File: src/bcs_pkg.sv
// bcs_pkg: register map, reset values and state type of the charge handler
// assumes a 32-bit apb slave with word-aligned registers
package bcs_pkg;
  localparam logic [7:0] off_ctrl = 8'h00;
  localparam logic [7:0] off_state = 8'h04;
  localparam logic [7:0] off_fault_mask = 8'h08;
  localparam logic [7:0] off_recov_thr = 8'h0c;
  localparam logic [7:0] off_overvolt = 8'h10;
  localparam logic [7:0] off_capacity = 8'h14;
  localparam logic [7:0] off_cond_lim = 8'h18;
  localparam logic [7:0] off_recov_lim = 8'h1c;
  localparam logic [7:0] off_bulk_lim = 8'h20;
  localparam logic [7:0] off_fin_lim = 8'h24;
  localparam logic [7:0] off_maint_lim = 8'h28;
  localparam logic [7:0] off_irq_status = 8'h2c;
  localparam logic [7:0] off_irq_mask = 8'h30;
  // ctrl fields
  localparam int ctrl_enable_bit = 0;
  localparam int ctrl_start_bit = 1;
  // timeout_fault_mask bits
  localparam int mask_recovery_bit = 0;
  localparam int mask_bulk_bit = 1;
  localparam int mask_finishing_bit = 2;
  localparam int mask_maintenance_bit = 3;
  // irq status bits
  localparam int irq_phase_bit = 0;
  localparam int irq_fault_bit = 1;
  localparam int irq_timeout_bit = 2;
  localparam int irq_count = 3;
  // reset values
  localparam logic [3:0] rst_fault_mask = 4'h0;
  localparam logic [7:0] rst_recov_thr = 8'h28;
  localparam logic [7:0] rst_overvolt = 8'hff;
  localparam logic [15:0] rst_capacity = 16'h0258;
  localparam logic [7:0] rst_cond_lim = 8'h64;
  localparam logic [7:0] rst_recov_lim = 8'h10;
  localparam logic [7:0] rst_bulk_lim = 8'h5a;
  localparam logic [7:0] rst_fin_lim = 8'h5a;
  localparam logic [7:0] rst_maint_lim = 8'h00;
  // percent of capacity ending the bulk and finishing phases
  localparam logic [7:0] bulk_percent = 8'd90;
  localparam logic [7:0] finishing_percent = 8'd100;
  // minute ticks per time-limit unit outside the conditioning phase
  localparam int ticks_per_unit = 2;
  typedef enum logic [2:0] {
    st_idle,
    conditioning_phase,
    recovery_phase,
    bulk_phase,
    finishing_phase,
    maintenance_phase,
    charge_fault_state
  } bcs_state_t;
endpackage

File: src/bcs_phase_timer.sv
// bcs_phase_timer: per-phase timeout counter
// assumes tick inputs are one-cycle pulses synchronous to pclk
`timescale 1ns/1ns
`default_nettype none
module bcs_phase_timer (
  // clock and reset
  input wire logic pclk,
  input wire logic presetn,
  // control
  input wire logic restart,
  input wire logic fast_units,
  input wire logic [7:0] limit,
  // ticks
  input wire logic tick_100ms,
  input wire logic tick_minute,
  // result
  output logic expired
);
  logic [7:0] cnt;
  logic [1:0] sub;
  logic done;
  logic unit_tick;

  // conditioning counts 100 ms, others count pairs of minute ticks
  always_comb
  begin
    unit_tick = fast_units ? tick_100ms :
      (tick_minute && sub == 2'(bcs_pkg::ticks_per_unit - 1));
  end

  always_ff @(posedge pclk or negedge presetn)
  begin
    if (!presetn)
    begin
      cnt <= 8'h00;
      sub <= 2'h0;
      done <= 1'b0;
    end
    else if (restart)
    begin
      cnt <= 8'h00;
      sub <= 2'h0;
      done <= 1'b0;
    end
    else if (!done)
    begin
      if (tick_minute && !fast_units)
        sub <= (sub == 2'(bcs_pkg::ticks_per_unit - 1)) ? 2'h0 : sub + 2'h1;
      if (unit_tick)
      begin
        cnt <= cnt + 8'h01;
        if (cnt + 8'h01 == limit)
          done <= 1'b1;
      end
    end
  end

  // zero limit never expires; restart kept out to avoid a loop via next state
  assign expired = !done && unit_tick && limit != 8'h00 &&
    cnt + 8'h01 == limit;

  a_zero_limit_off: assert property (@(posedge pclk) disable iff (!presetn)
    limit == 8'h00 |-> !expired)
    else $error("timer expired with zero limit");
endmodule // bcs_phase_timer
`default_nettype wire

File: src/bcs_irq.sv
// bcs_irq: sticky event bits, mask and level interrupt
// assumes rd_clear is a one-cycle pulse on the read of the status word
`timescale 1ns/1ns
`default_nettype none
module bcs_irq (
  // clock and reset
  input wire logic pclk,
  input wire logic presetn,
  // events and software access
  input wire logic [2:0] events,
  input wire logic rd_clear,
  input wire logic [2:0] mask,
  // state
  output logic [2:0] status,
  output logic irq
);
  genvar i;
  generate
    for (i = 0; i < bcs_pkg::irq_count; i++)
    begin : g_bit
      // set wins over read clear
      always_ff @(posedge pclk or negedge presetn)
      begin
        if (!presetn)
          status[i] <= 1'b0;
        else if (events[i])
          status[i] <= 1'b1;
        else if (rd_clear)
          status[i] <= 1'b0;
      end
    end
  endgenerate

  assign irq = |(status & mask);

  a_event_sticks: assert property (@(posedge pclk) disable iff (!presetn)
    events[0] |=> status[0])
    else $error("event bit not set");
endmodule // bcs_irq
`default_nettype wire

File: src/bcs_charger.sv
// bcs_charger: battery charge phase handler with apb registers
// assumes ticks and measurements are synchronous to pclk
//
// What this block does
// - phase ends on timeout or completion event
// - fault on error timeout or overvoltage
// - mask picks advance or fault per timeout, except conditioning which always advances
// - mask bits 0..3: recovery, bulk, finishing, maintenance
// - mask resets to zero
// - recovery ends at voltage threshold, default 0x28
// - bulk ends at 90 percent capacity
// - finishing ends at 100 percent capacity
// - zero maintenance limit disables its timeout
// - no negative slope termination
`timescale 1ns/1ns
`default_nettype none
module bcs_charger (
  // apb
  input wire logic pclk,
  input wire logic presetn,
  input wire logic psel,
  input wire logic penable,
  input wire logic pwrite,
  input wire logic [7:0] paddr,
  input wire logic [31:0] pwdata,
  output logic [31:0] prdata,
  output logic pready,
  output logic pslverr,
  // measurements and ticks
  input wire logic [7:0] cell_voltage,
  input wire logic [15:0] charge_delivered,
  input wire logic tick_100ms,
  input wire logic tick_minute,
  // charger side
  output logic [2:0] phase,
  output logic charger_on,
  output logic fault,
  output logic irq
);
  bcs_pkg::bcs_state_t state;
  bcs_pkg::bcs_state_t next_state;
  logic enable;
  logic start;
  logic [3:0] timeout_fault_mask;
  logic [7:0] recovery_voltage_threshold;
  logic [7:0] overvolt_limit;
  logic [15:0] cell_capacity_estimate;
  logic [7:0] conditioning_time_limit;
  logic [7:0] recovery_time_limit;
  logic [7:0] bulk_time_limit;
  logic [7:0] finishing_time_limit;
  logic [7:0] maintenance_time_limit;
  logic [2:0] irq_mask;
  logic [2:0] irq_status;
  logic [7:0] limit;
  logic timed_out;
  logic to_fault;
  logic overvolt;
  logic recovery_complete_event;
  logic bulk_complete_event;
  logic finishing_complete_event;
  logic [25:0] delivered_pct;
  logic [25:0] cap_bulk;
  logic [25:0] cap_fin;
  logic wr;
  logic rd_setup;
  logic rd_access;
  logic mapped;
  logic [31:0] rd_mux;
  logic [2:0] events;

  // apb decode: answer in the access cycle, no wait states
  assign wr = psel && penable && pwrite;
  assign rd_setup = psel && !penable && !pwrite;
  assign rd_access = psel && penable && !pwrite;
  assign pready = 1'b1;

  always_comb
  begin
    mapped = 1'b1;
    rd_mux = 32'h0000_0000;
    unique case (paddr)
      bcs_pkg::off_ctrl: rd_mux = {31'h0, enable};
      bcs_pkg::off_state: rd_mux = {29'h0, state};
      bcs_pkg::off_fault_mask: rd_mux = {28'h0, timeout_fault_mask};
      bcs_pkg::off_recov_thr: rd_mux = {24'h0, recovery_voltage_threshold};
      bcs_pkg::off_overvolt: rd_mux = {24'h0, overvolt_limit};
      bcs_pkg::off_capacity: rd_mux = {16'h0, cell_capacity_estimate};
      bcs_pkg::off_cond_lim: rd_mux = {24'h0, conditioning_time_limit};
      bcs_pkg::off_recov_lim: rd_mux = {24'h0, recovery_time_limit};
      bcs_pkg::off_bulk_lim: rd_mux = {24'h0, bulk_time_limit};
      bcs_pkg::off_fin_lim: rd_mux = {24'h0, finishing_time_limit};
      bcs_pkg::off_maint_lim: rd_mux = {24'h0, maintenance_time_limit};
      bcs_pkg::off_irq_status: rd_mux = {29'h0, irq_status};
      bcs_pkg::off_irq_mask: rd_mux = {29'h0, irq_mask};
      default: mapped = 1'b0;
    endcase
  end

  assign pslverr = psel && penable && !mapped;

  // read data captured in the setup cycle
  always_ff @(posedge pclk or negedge presetn)
  begin
    if (!presetn)
      prdata <= 32'h0000_0000;
    else if (rd_setup)
      prdata <= rd_mux;
  end

  // configuration registers
  always_ff @(posedge pclk or negedge presetn)
  begin
    if (!presetn)
    begin
      enable <= 1'b0;
      timeout_fault_mask <= bcs_pkg::rst_fault_mask;
      recovery_voltage_threshold <= bcs_pkg::rst_recov_thr;
      overvolt_limit <= bcs_pkg::rst_overvolt;
      cell_capacity_estimate <= bcs_pkg::rst_capacity;
      conditioning_time_limit <= bcs_pkg::rst_cond_lim;
      recovery_time_limit <= bcs_pkg::rst_recov_lim;
      bulk_time_limit <= bcs_pkg::rst_bulk_lim;
      finishing_time_limit <= bcs_pkg::rst_fin_lim;
      maintenance_time_limit <= bcs_pkg::rst_maint_lim;
      irq_mask <= 3'h0;
    end
    else if (wr)
    begin
      unique case (paddr)
        bcs_pkg::off_ctrl: enable <= pwdata[bcs_pkg::ctrl_enable_bit];
        bcs_pkg::off_fault_mask: timeout_fault_mask <= pwdata[3:0];
        bcs_pkg::off_recov_thr: recovery_voltage_threshold <= pwdata[7:0];
        bcs_pkg::off_overvolt: overvolt_limit <= pwdata[7:0];
        bcs_pkg::off_capacity: cell_capacity_estimate <= pwdata[15:0];
        bcs_pkg::off_cond_lim: conditioning_time_limit <= pwdata[7:0];
        bcs_pkg::off_recov_lim: recovery_time_limit <= pwdata[7:0];
        bcs_pkg::off_bulk_lim: bulk_time_limit <= pwdata[7:0];
        bcs_pkg::off_fin_lim: finishing_time_limit <= pwdata[7:0];
        bcs_pkg::off_maint_lim: maintenance_time_limit <= pwdata[7:0];
        bcs_pkg::off_irq_mask: irq_mask <= pwdata[2:0];
        default:
        begin
        end
      endcase
    end
  end

  assign start = wr && paddr == bcs_pkg::off_ctrl &&
    pwdata[bcs_pkg::ctrl_start_bit] && pwdata[bcs_pkg::ctrl_enable_bit];

  // event recognizer: level and percent compares
  // only level compares exist, so no slope detection can end a phase
  assign delivered_pct = 26'(charge_delivered) * 26'd100;
  assign cap_bulk = 26'(cell_capacity_estimate) * 26'(bcs_pkg::bulk_percent);
  assign cap_fin = 26'(cell_capacity_estimate) * 26'(bcs_pkg::finishing_percent);
  assign recovery_complete_event = cell_voltage >= recovery_voltage_threshold;
  assign bulk_complete_event = delivered_pct >= cap_bulk;
  assign finishing_complete_event = delivered_pct >= cap_fin;
  assign overvolt = cell_voltage >= overvolt_limit;

  // limit for the running phase
  always_comb
  begin
    unique case (state)
      bcs_pkg::conditioning_phase: limit = conditioning_time_limit;
      bcs_pkg::recovery_phase: limit = recovery_time_limit;
      bcs_pkg::bulk_phase: limit = bulk_time_limit;
      bcs_pkg::finishing_phase: limit = finishing_time_limit;
      bcs_pkg::maintenance_phase: limit = maintenance_time_limit;
      default: limit = 8'h00;
    endcase
  end

  bcs_phase_timer u_timer (
    .pclk(pclk),
    .presetn(presetn),
    .restart(next_state != state),
    .fast_units(state == bcs_pkg::conditioning_phase),
    .limit(limit),
    .tick_100ms(tick_100ms),
    .tick_minute(tick_minute),
    .expired(timed_out)
  );

  // mask bit of the running phase
  always_comb
  begin
    unique case (state)
      bcs_pkg::recovery_phase:
        to_fault = timeout_fault_mask[bcs_pkg::mask_recovery_bit];
      bcs_pkg::bulk_phase:
        to_fault = timeout_fault_mask[bcs_pkg::mask_bulk_bit];
      bcs_pkg::finishing_phase:
        to_fault = timeout_fault_mask[bcs_pkg::mask_finishing_bit];
      bcs_pkg::maintenance_phase:
        to_fault = timeout_fault_mask[bcs_pkg::mask_maintenance_bit];
      default: to_fault = 1'b0;
    endcase
  end

  // phase sequencing
  always_comb
  begin
    next_state = state;
    unique case (state)
      bcs_pkg::st_idle, bcs_pkg::charge_fault_state:
        if (start)
          next_state = bcs_pkg::conditioning_phase;
      bcs_pkg::conditioning_phase:
        if (timed_out)
          next_state = bcs_pkg::recovery_phase;
      bcs_pkg::recovery_phase:
        if (recovery_complete_event || timed_out)
          next_state = bcs_pkg::bulk_phase;
      bcs_pkg::bulk_phase:
        if (bulk_complete_event || timed_out)
          next_state = bcs_pkg::finishing_phase;
      bcs_pkg::finishing_phase:
        if (finishing_complete_event || timed_out)
          next_state = bcs_pkg::maintenance_phase;
      bcs_pkg::maintenance_phase:
        if (timed_out)
          next_state = bcs_pkg::st_idle;
      default: next_state = bcs_pkg::st_idle;
    endcase
    // error timeout or overvoltage override the normal advance
    if (state != bcs_pkg::st_idle && state != bcs_pkg::charge_fault_state &&
        ((timed_out && to_fault) || overvolt))
      next_state = bcs_pkg::charge_fault_state;
    if (!enable && !start)
      next_state = bcs_pkg::st_idle;
  end

  always_ff @(posedge pclk or negedge presetn)
  begin
    if (!presetn)
      state <= bcs_pkg::st_idle;
    else
      state <= next_state;
  end

  // outputs from state
  always_ff @(posedge pclk or negedge presetn)
  begin
    if (!presetn)
    begin
      phase <= 3'h0;
      charger_on <= 1'b0;
      fault <= 1'b0;
    end
    else
    begin
      phase <= next_state;
      charger_on <= next_state != bcs_pkg::st_idle &&
        next_state != bcs_pkg::charge_fault_state;
      fault <= next_state == bcs_pkg::charge_fault_state;
    end
  end

  // interrupts
  always_comb
  begin
    events = 3'h0;
    events[bcs_pkg::irq_phase_bit] = next_state != state;
    events[bcs_pkg::irq_fault_bit] = next_state == bcs_pkg::charge_fault_state &&
      state != bcs_pkg::charge_fault_state;
    events[bcs_pkg::irq_timeout_bit] = timed_out;
  end

  bcs_irq u_irq (
    .pclk(pclk),
    .presetn(presetn),
    .events(events),
    .rd_clear(rd_access && paddr == bcs_pkg::off_irq_status),
    .mask(irq_mask),
    .status(irq_status),
    .irq(irq)
  );

  a_recov_advance: assert property (@(posedge pclk) disable iff (!presetn)
    state == bcs_pkg::recovery_phase && enable && !overvolt &&
    recovery_complete_event |=> state == bcs_pkg::bulk_phase)
    else $error("recovery did not end on voltage");
  a_bulk_advance: assert property (@(posedge pclk) disable iff (!presetn)
    state == bcs_pkg::bulk_phase && enable && !overvolt &&
    bulk_complete_event |=> state == bcs_pkg::finishing_phase)
    else $error("bulk did not end at 90 percent");
  a_fin_advance: assert property (@(posedge pclk) disable iff (!presetn)
    state == bcs_pkg::finishing_phase && enable && !overvolt &&
    finishing_complete_event |=> state == bcs_pkg::maintenance_phase)
    else $error("finishing did not end at 100 percent");
  a_timeout_fault: assert property (@(posedge pclk) disable iff (!presetn)
    timed_out && to_fault && enable |=> state == bcs_pkg::charge_fault_state)
    else $error("masked timeout did not fault");
  a_timeout_next: assert property (@(posedge pclk) disable iff (!presetn)
    timed_out && !to_fault && !overvolt && enable &&
    state == bcs_pkg::bulk_phase |=> state == bcs_pkg::finishing_phase)
    else $error("clear mask bit did not advance");
  a_overvolt_fault: assert property (@(posedge pclk) disable iff (!presetn)
    overvolt && enable && charger_on && phase == state |=>
    state == bcs_pkg::charge_fault_state ##1 fault)
    else $error("overvoltage did not fault");
  a_order_kept: assert property (@(posedge pclk) disable iff (!presetn)
    state == bcs_pkg::conditioning_phase && $changed(state) == 1'b0 &&
    next_state != state && enable && !overvolt |->
    next_state == bcs_pkg::recovery_phase)
    else $error("conditioning left out of order");
  a_event_change: assert property (@(posedge pclk) disable iff (!presetn)
    state inside {bcs_pkg::recovery_phase, bcs_pkg::bulk_phase,
    bcs_pkg::finishing_phase} && $past(state) == state && $changed(state) == 1'b0 ##1
    state != $past(state) && $past(state) != bcs_pkg::st_idle |->
    $past(timed_out || recovery_complete_event || bulk_complete_event ||
    finishing_complete_event || overvolt || !enable))
    else $error("phase changed without cause");
  a_mask_reset: assert property (@(posedge pclk) disable iff (!presetn)
    $rose(presetn) |-> timeout_fault_mask == 4'h0)
    else $error("mask not zero after reset");
endmodule // bcs_charger
`default_nettype wire

File: config.mk
export PLATFORM = sky130hd
export DESIGN_NAME = bcs_charger
export DESIGN_NICKNAME = d
export VERILOG_FILES = /design/src/bcs_pkg.sv /design/src/bcs_phase_timer.sv /design/src/bcs_irq.sv /design/src/bcs_charger.sv
export SDC_FILE = /design/constraint.sdc
export NUM_CORES = 1
export LEC_CHECK = 0
export ABC_AREA = 1
export BUFFER_PORTS_ARGS = -buffer_cell sky130_fd_sc_hd__buf_2
export CORE_MARGIN = 1
export CORE_UTILIZATION = 30
export DETAILED_ROUTE_END_ITERATION = 16
export PLACE_DENSITY = 0.47
export REMOVE_ABC_BUFFERS = 1
export SLEW_MARGIN = 10
export SYNTH_ARGS = -nofsm -noshare
export SYNTH_HDL_FRONTEND = slang
export SYNTH_SLANG_ARGS = --single-unit
File: constraint.sdc
create_clock -name pclk -period 7.1 [get_ports pclk]
set_input_delay 0 -clock pclk [delete_from_list [all_inputs] [get_ports pclk]]
set_output_delay 0 -clock pclk [all_outputs]
set_load 0.03 [all_outputs]
### Yosys cells after proc, flatten, opt, wreduce, memory -nomap -nowiden

Cells that the tools add are included.

* add/subtract/negate cells: 2
* multipliers: 3
* order comparisons: 4
* equal/unequal tests: 25
* mux-type cells: 29
* bitwise operators: 1
* reduce and logical (&&, ||, !) cells: 58

Operator list (number)
* 16-bit one-hot mux with 13 select lines: 1
* 23-bit greater-or-equal comparator: 2
* 16-bit by 5-bit multiplier with 21-bit output (second input constant): 2
* 8-bit by 6-bit == test with 1-bit output (second input constant): 5
* 8-bit one-hot mux with 5 select lines: 1
* 8-bit by 5-bit == test with 1-bit output (second input constant): 4
* 2-bit AND reduction: 13
* 3-bit 2-to-1 mux: 8
* 8-bit 2-to-1 mux: 3
* 16-bit by 6-bit multiplier with 22-bit output (second input constant): 1
* 1-bit logical AND: 21
* 3-bit one-hot mux with 6 select lines: 1
* 8-bit by 4-bit == test with 1-bit output (second input constant): 2
* 8-bit greater-or-equal comparator: 2
* 13-bit OR reduction: 1
* 3-bit == test (second input constant): 4
* 1-bit 2-to-1 mux: 10
* 2-bit nonzero test: 5
* 8-bit by 1-bit adder with 8-bit output (second input constant): 1
* 8-bit by 3-bit == test with 1-bit output (second input constant): 1
* 8-bit == test: 1
* 8-bit logical NOT: 1
* 2-bit 2-to-1 mux: 4
* 8-bit nonzero test: 1
* other kinds (15): 27

* register bits after elaboration: 131
* input port bits: 71
* output and inout port bits: 40
* word-level logic and storage cells: 143

### Longest topological paths before layout

* depth in word-level cells: 14
* depth in mapped cells: 36
* gate-level depth less buffers: 35

### Modules after synthesis

From an unflattened synthesis, not the netlist that was laid out.

* cells, all modules: 1540
* area total of the unflattened synthesis: 12065.3 um^2

By module, submodules not included
* bcs_charger: times used 1, cells an instance 1406, area each 11125.7 um^2, seq. area each 2560.0 um^2
* bcs_phase_timer: times used 1, cells an instance 121, area each 814.5 um^2, seq. area each 275.3 um^2
* bcs_irq: times used 1, cells an instance 13, area each 125.1 um^2, seq. area each 75.1 um^2

### Worst setup path before layout

Ideal clock, no wire load.

* path kind: register to register
* start: reg cell_capacity_estimate[6]
* end: reg u_timer.cnt[2]
* setup time: 69 ps
* data arrival time: 5279 ps
* data required time: 7031 ps
* path slack: 1752 ps
* cell stages (with the launch flop): 34
* buffers on the path: 1
* clock period less this slack: 5348 ps
* cell sequence: dfstp_2 > ha_1 > inv_1 > fa_1 > fa_1 > inv_1 > ha_1 > nand3_1 > nand2_1 > a21oi_1 > o21bai_1 > nand2_1 > nand2_1 > a21oi_1 > o21ai_0 > a21boi_0 > o21ai_0 > xor2_1 > inv_1 > ha_1 > a21oi_1 > o21ai_0 > nand2_1 > nand3_1 > a31oi_1 > nand3_1 > nand3_2 > nand2_1 > nand2_1 > nand2_1 > nor2_4 > nand2_2 > buf_6 > nor2_2

* longest elaborated chain between the ends: 10
* elaborated cells between the ends (all ways): 16
* those cells by class: mul (2); order compare (2); eq/ne (2); mux (6); reduce/logical (4)

RTL lines
* from (decl): line bcs_charger.sv:47 `logic [15:0] cell_capacity_estimate;`
* from (signal assigned): line bcs_charger.sv:120 `cell_capacity_estimate <= bcs_pkg::rst_capacity;`
* from (signal assigned): line bcs_charger.sv:135 `bcs_pkg::off_capacity: cell_capacity_estimate <= pwdata[15:0];`
* 16-bit by 5-bit multiplier with 21-bit output or 16-bit by 6-bit multiplier with 22-bit output (tied branches): line bcs_charger.sv:156, bcs_charger.sv:155
* 23-bit greater-or-equal comparator, on equally long branches: line bcs_charger.sv:159, bcs_charger.sv:158
* 1-bit logical OR, on equally long branches: line bcs_charger.sv:220, bcs_charger.sv:217
* 3-bit 2-to-1 mux, on equally long branches: line bcs_charger.sv:220, bcs_charger.sv:217
* 3-bit one-hot mux with 6 select lines (*): line bcs_charger.sv:206 `unique case (state)`
* 3-bit 2-to-1 mux (*): line bcs_charger.sv:228 `if (state != bcs_pkg::st_idle && state != bcs_pkg::charge_fault_state &&`
* 3-bit 2-to-1 mux (*): line bcs_charger.sv:231 `if (!enable && !start)`
* 3-bit != test (*): line bcs_charger.sv:178 `.restart(next_state != state),`
* 2-bit by 1-bit != test with 1-bit output (no source line) or 2-bit nonzero test (tied branches)
* 2-bit AND reduction (no source line)
* to (signal assigned): line bcs_phase_timer.sv:51 `cnt <= cnt + 8'h01;`
* to (decl): line bcs_phase_timer.sv:19 `logic [7:0] cnt;`

Every way passes the cells marked *; elsewhere a longest branch is shown, timed or not.
A chain may end at the register's enable or synchronous reset.

### Worst setup path in the final report

* start: reg cell_capacity_estimate[4]
* end: reg u_timer.sub[0]

* longest elaborated chain between the ends: 10
* elaborated cells between the ends (all ways): 16
* those cells by class: mul (2); order compare (2); eq/ne (2); mux (6); reduce/logical (4)

RTL lines
* 16-bit by 5-bit multiplier with 21-bit output or 16-bit by 6-bit multiplier with 22-bit output (tied branches): line bcs_charger.sv:156, bcs_charger.sv:155
* 23-bit greater-or-equal comparator, on equally long branches: line bcs_charger.sv:159, bcs_charger.sv:158
* 1-bit logical OR, on equally long branches: line bcs_charger.sv:220, bcs_charger.sv:217
* 3-bit 2-to-1 mux, on equally long branches: line bcs_charger.sv:220, bcs_charger.sv:217
* 3-bit one-hot mux with 6 select lines (*): line bcs_charger.sv:206
* 3-bit 2-to-1 mux (*): line bcs_charger.sv:228
* 3-bit 2-to-1 mux (*): line bcs_charger.sv:231
* 3-bit != test (*): line bcs_charger.sv:178
* 2-bit by 1-bit != test with 1-bit output (no source line) or 2-bit nonzero test (tied branches)
* 2-bit AND reduction (no source line)
* to (signal assigned): line bcs_phase_timer.sv:48 `sub <= (sub == 2'(bcs_pkg::ticks_per_unit - 1)) ? 2'h0 : sub + 2'h1;`
* to (decl): line bcs_phase_timer.sv:20 `logic [1:0] sub;`

Marks and branches as above.

==> results.cfg <==
[yosys]
synth_area_leaders = ha_1 21%, dfrtp_1 18%, nand2_1 9.7%
synthArstFlopShare = 1.000
ys_ff_latch = 115
synth_area_per_cell_um2 = 7.818
yosysTopAreaCell = ha_1
ys_warn_count = 0
ys.flop_type = dfrtp_1
netlist_area_um2 = 12070
ys_seq_area_frac = 0.2411
postSynthCellCount = 1544
ys_types = 52
synth_edf_count = 0
synth.top_cell.area_share = 0.2135

[timing]
min_period_ns = 6.250
drv_slew = 0
hold_viol = 0
fin_crit_sh = 0.8802
fmax_mhz = 160.0
finalClockSkew_ns = 0.01018
worst_pin_slew_ns = 1.071
final.setup.tns_ns = 0
maxSlewHeadroom = 0.2841
setup_viol = 0
grt_setup_unrepaired = no

[worst_setup_path]
path_max_fanout = 11
critPathRequiredTime_ns = 7.46
startpoint_type = flop
slowest_stage = dfstp_2
critPathMaxStageDelay_ns = 0.64
cp_common_cell = nand2_1
path_class = flop to flop
worstPathArrival_ns = 6.61
end_kind = flop

[power_and_ir_drop]
p_total_mw = 2.955
powerDensity_nw_per_um2 = 215.4
vdd_drop_max_uv = 148.8
power.leakage_nw = 7.040

[placement]
hpwl_um = 26780
io_buffers = 77
dp_cells = 2127
place.gp.congestion = 0.8726

[final_layout]
n_antenna_cell = 0
final_common_cell = nand2_1
final_nets = 1959
final_cell_mix = 311 x nand2_1, 263 x inv_1, 206 x ha_1
final_layout_size_suffix_gt1_frac = 0.1032
synthToLayoutAreaGrowth_pct = 13.65
final_cells = 2172

[cts]
ctsRootBufferMaster = clkbuf_16
cts_tree = built
clk-insertion-delay-late_ns = 0.43
numCtsBuffers = 17
ctsHtreeMaxLevel = 4
clk_pin_slew_ns = 0.06
post-cts-setup-buffers = 0
cts_sinks = 115
clockBufferDepth = 2

[die]
dieWidth_um = 202.6
dieArea_um2 = 41040
start_util = 0.3038
num_rows = 73
ios = 111
core_um2 = 39730
fp.dieH_um = 202.6

[drt]
remaining_drc_errors = 0
post_drt_wl_per_cell_um = 15.26
first_iter_violations = 554
num_vias = 10310
drtPass1Iterations = 12
postRouteAntennaNets = 0
vias_per_cell = 4.744
drt_wl_total_um = 33140

[global_routing]
grt_max_degree = 72
grtUsageTotal = 0.1680
grt_first_pass_wirelength_um = 54420
gr-total-overflow = 0
antenna_found_initial = 0
first_global_vias = 10170

[job]
drv_cap = 0

[run_status]
status = complete, no violations

[hold_path]
hold_class = input pin to flop
layout make-up:
class | instances | area [um2]
fill | 4255 | 26010
multi-input combinational | 1137 | 7953
timing repair buffer | 98 | 578.1
clock buffer | 19 | 452.9
clock inverter | 13 | 172.7
inverter | 265 | 994.7
tap | 525 | 656.9
sequential | 115 | 2910
cells by family after synthesis:
logic type | share of synthesized area
and+or+nand+nor | 0.1898
adders and majority gates | 0.2931
xor gates and xnor gates | 0.03556
AOI/OAI and AO/OA | 0.1351
DFF | 0.2411
buffers and inverters | 0.1047
other | 0.0006222
worst paths after layout:
check | startpoint | endpoint | slack (ns) | cells past startpoint
worst max-delay path | cell_capacity_estimate[4]$_DFFE_PN1P_ | u_timer.sub[0]$_DFFE_PN0P_ | 0.85 | 34
worst min-delay path | pwdata[6] | recovery_voltage_threshold[6]$_DFFE_PN0P_ | 0.01 | 3
worst max register to register | cell_capacity_estimate[4]$_DFFE_PN1P_ | u_timer.sub[0]$_DFFE_PN0P_ | 0.85 | 34
worst min register to register | prdata[1]$_DFFE_PN0P_ | prdata[1]$_DFFE_PN0P_ | 0.48 | 2
max in group asynchronous | presetn | cell_capacity_estimate[8]$_DFFE_PN0P_ | 5.58 | 3
min in group asynchronous | presetn | charger_on$_DFF_PN0_ | 0.11 | 2
power by group:
| part | switching, mW | internal (mW) | total (mW) | leakage, nW |
|---|---|---|---|---|
| clock network | 0.351 | 0.576 | 0.928 | 0.299 |
| logic | 0.846 | 0.450 | 1.30 | 5.30 |
| registers | 0.0417 | 0.690 | 0.731 | 1.44 |
| total | 1.24 | 1.72 | 2.96 | 7.04 |
metrics by stage:
step | hold slack [ns] | setup WS (ns) | util | area, um2
finish | 0.01446 | 0.8503 | 0.3453 | 13720
global route | 0.03385 | 0.1693 | 0.3453 | 13720
CTS | 0.01430 | 0.5551 | 0.3453 | 13720
detailed placement | 0.04289 | 0.5578 | 0.3262 | 12960
global placement | 0.04026 | 0.5794 | 0.3262 | 12960
floorplan | -0.2956 | 1.708 | - | 11860
state kept, by name, summed over array words and instances, names as in the netlist, 2 cells and up:
| register | flops |
|---|---|
| u_timer.sub | 2 |
| maintenance_time_limit | 8 |
| prdata | 16 |
| phase | 3 |
| recovery_voltage_threshold | 8 |
| recovery_time_limit | 8 |
| cell_capacity_estimate | 16 |
| bulk_time_limit | 8 |
| irq_mask | 3 |
| timeout_fault_mask | 4 |
| u_irq.status | 3 |
| conditioning_time_limit | 8 |
| overvolt_limit | 8 |
| finishing_time_limit | 8 |
| u_timer.cnt | 8 |
synthesized netlist by cell type, types with 12 or more instances:
cell / instances
inv_1: 263
fa_1: 48
a21oi_1: 84
ha_1: 206
nor2_1: 85
buf_4: 20
nand2_1: 311
dfstp_2: 26
nand3_1: 53
nor2_2: 12
xnor2_1: 21
nand4_1: 41
nor3_1: 14
clkbuf_1: 13
dfrtp_1: 89
o21ai_0: 124
xor2_1: 28
metal layers:
| metal | up-vias | wire [um] | GRT usage |
|---|---|---|---|
| met5 | - | 0 | 0 |
| met4 | 0 | 444 | 0.04135 |
| met3 | 31 | 1362 | 0.02279 |
| met2 | 217 | 14520 | 0.2591 |
| met1 | 4777 | 16820 | 0.2455 |
| li1 | 5280 | - | - |
worst max-delay path: cells and delay by family, from the launching register on:
family	cells	cell delay [ns]
buffers and inverters	2	0.09
AO/OA/AOI/OAI	6	1.34
flip-flops	1	0.64
adder cells (fa/ha/maj)	6	1.98
XOR/XNOR	1	0.14
AND/OR/NAND/NOR	19	1.97
timing repair:
item	4_1_cts	5_1_grt
endpoints found under the hold margin	58	0
hold buffers	13	0
resized for setup	0	1
endpoints found under the setup margin	0	1
Power figures use the tool's default switching activity.
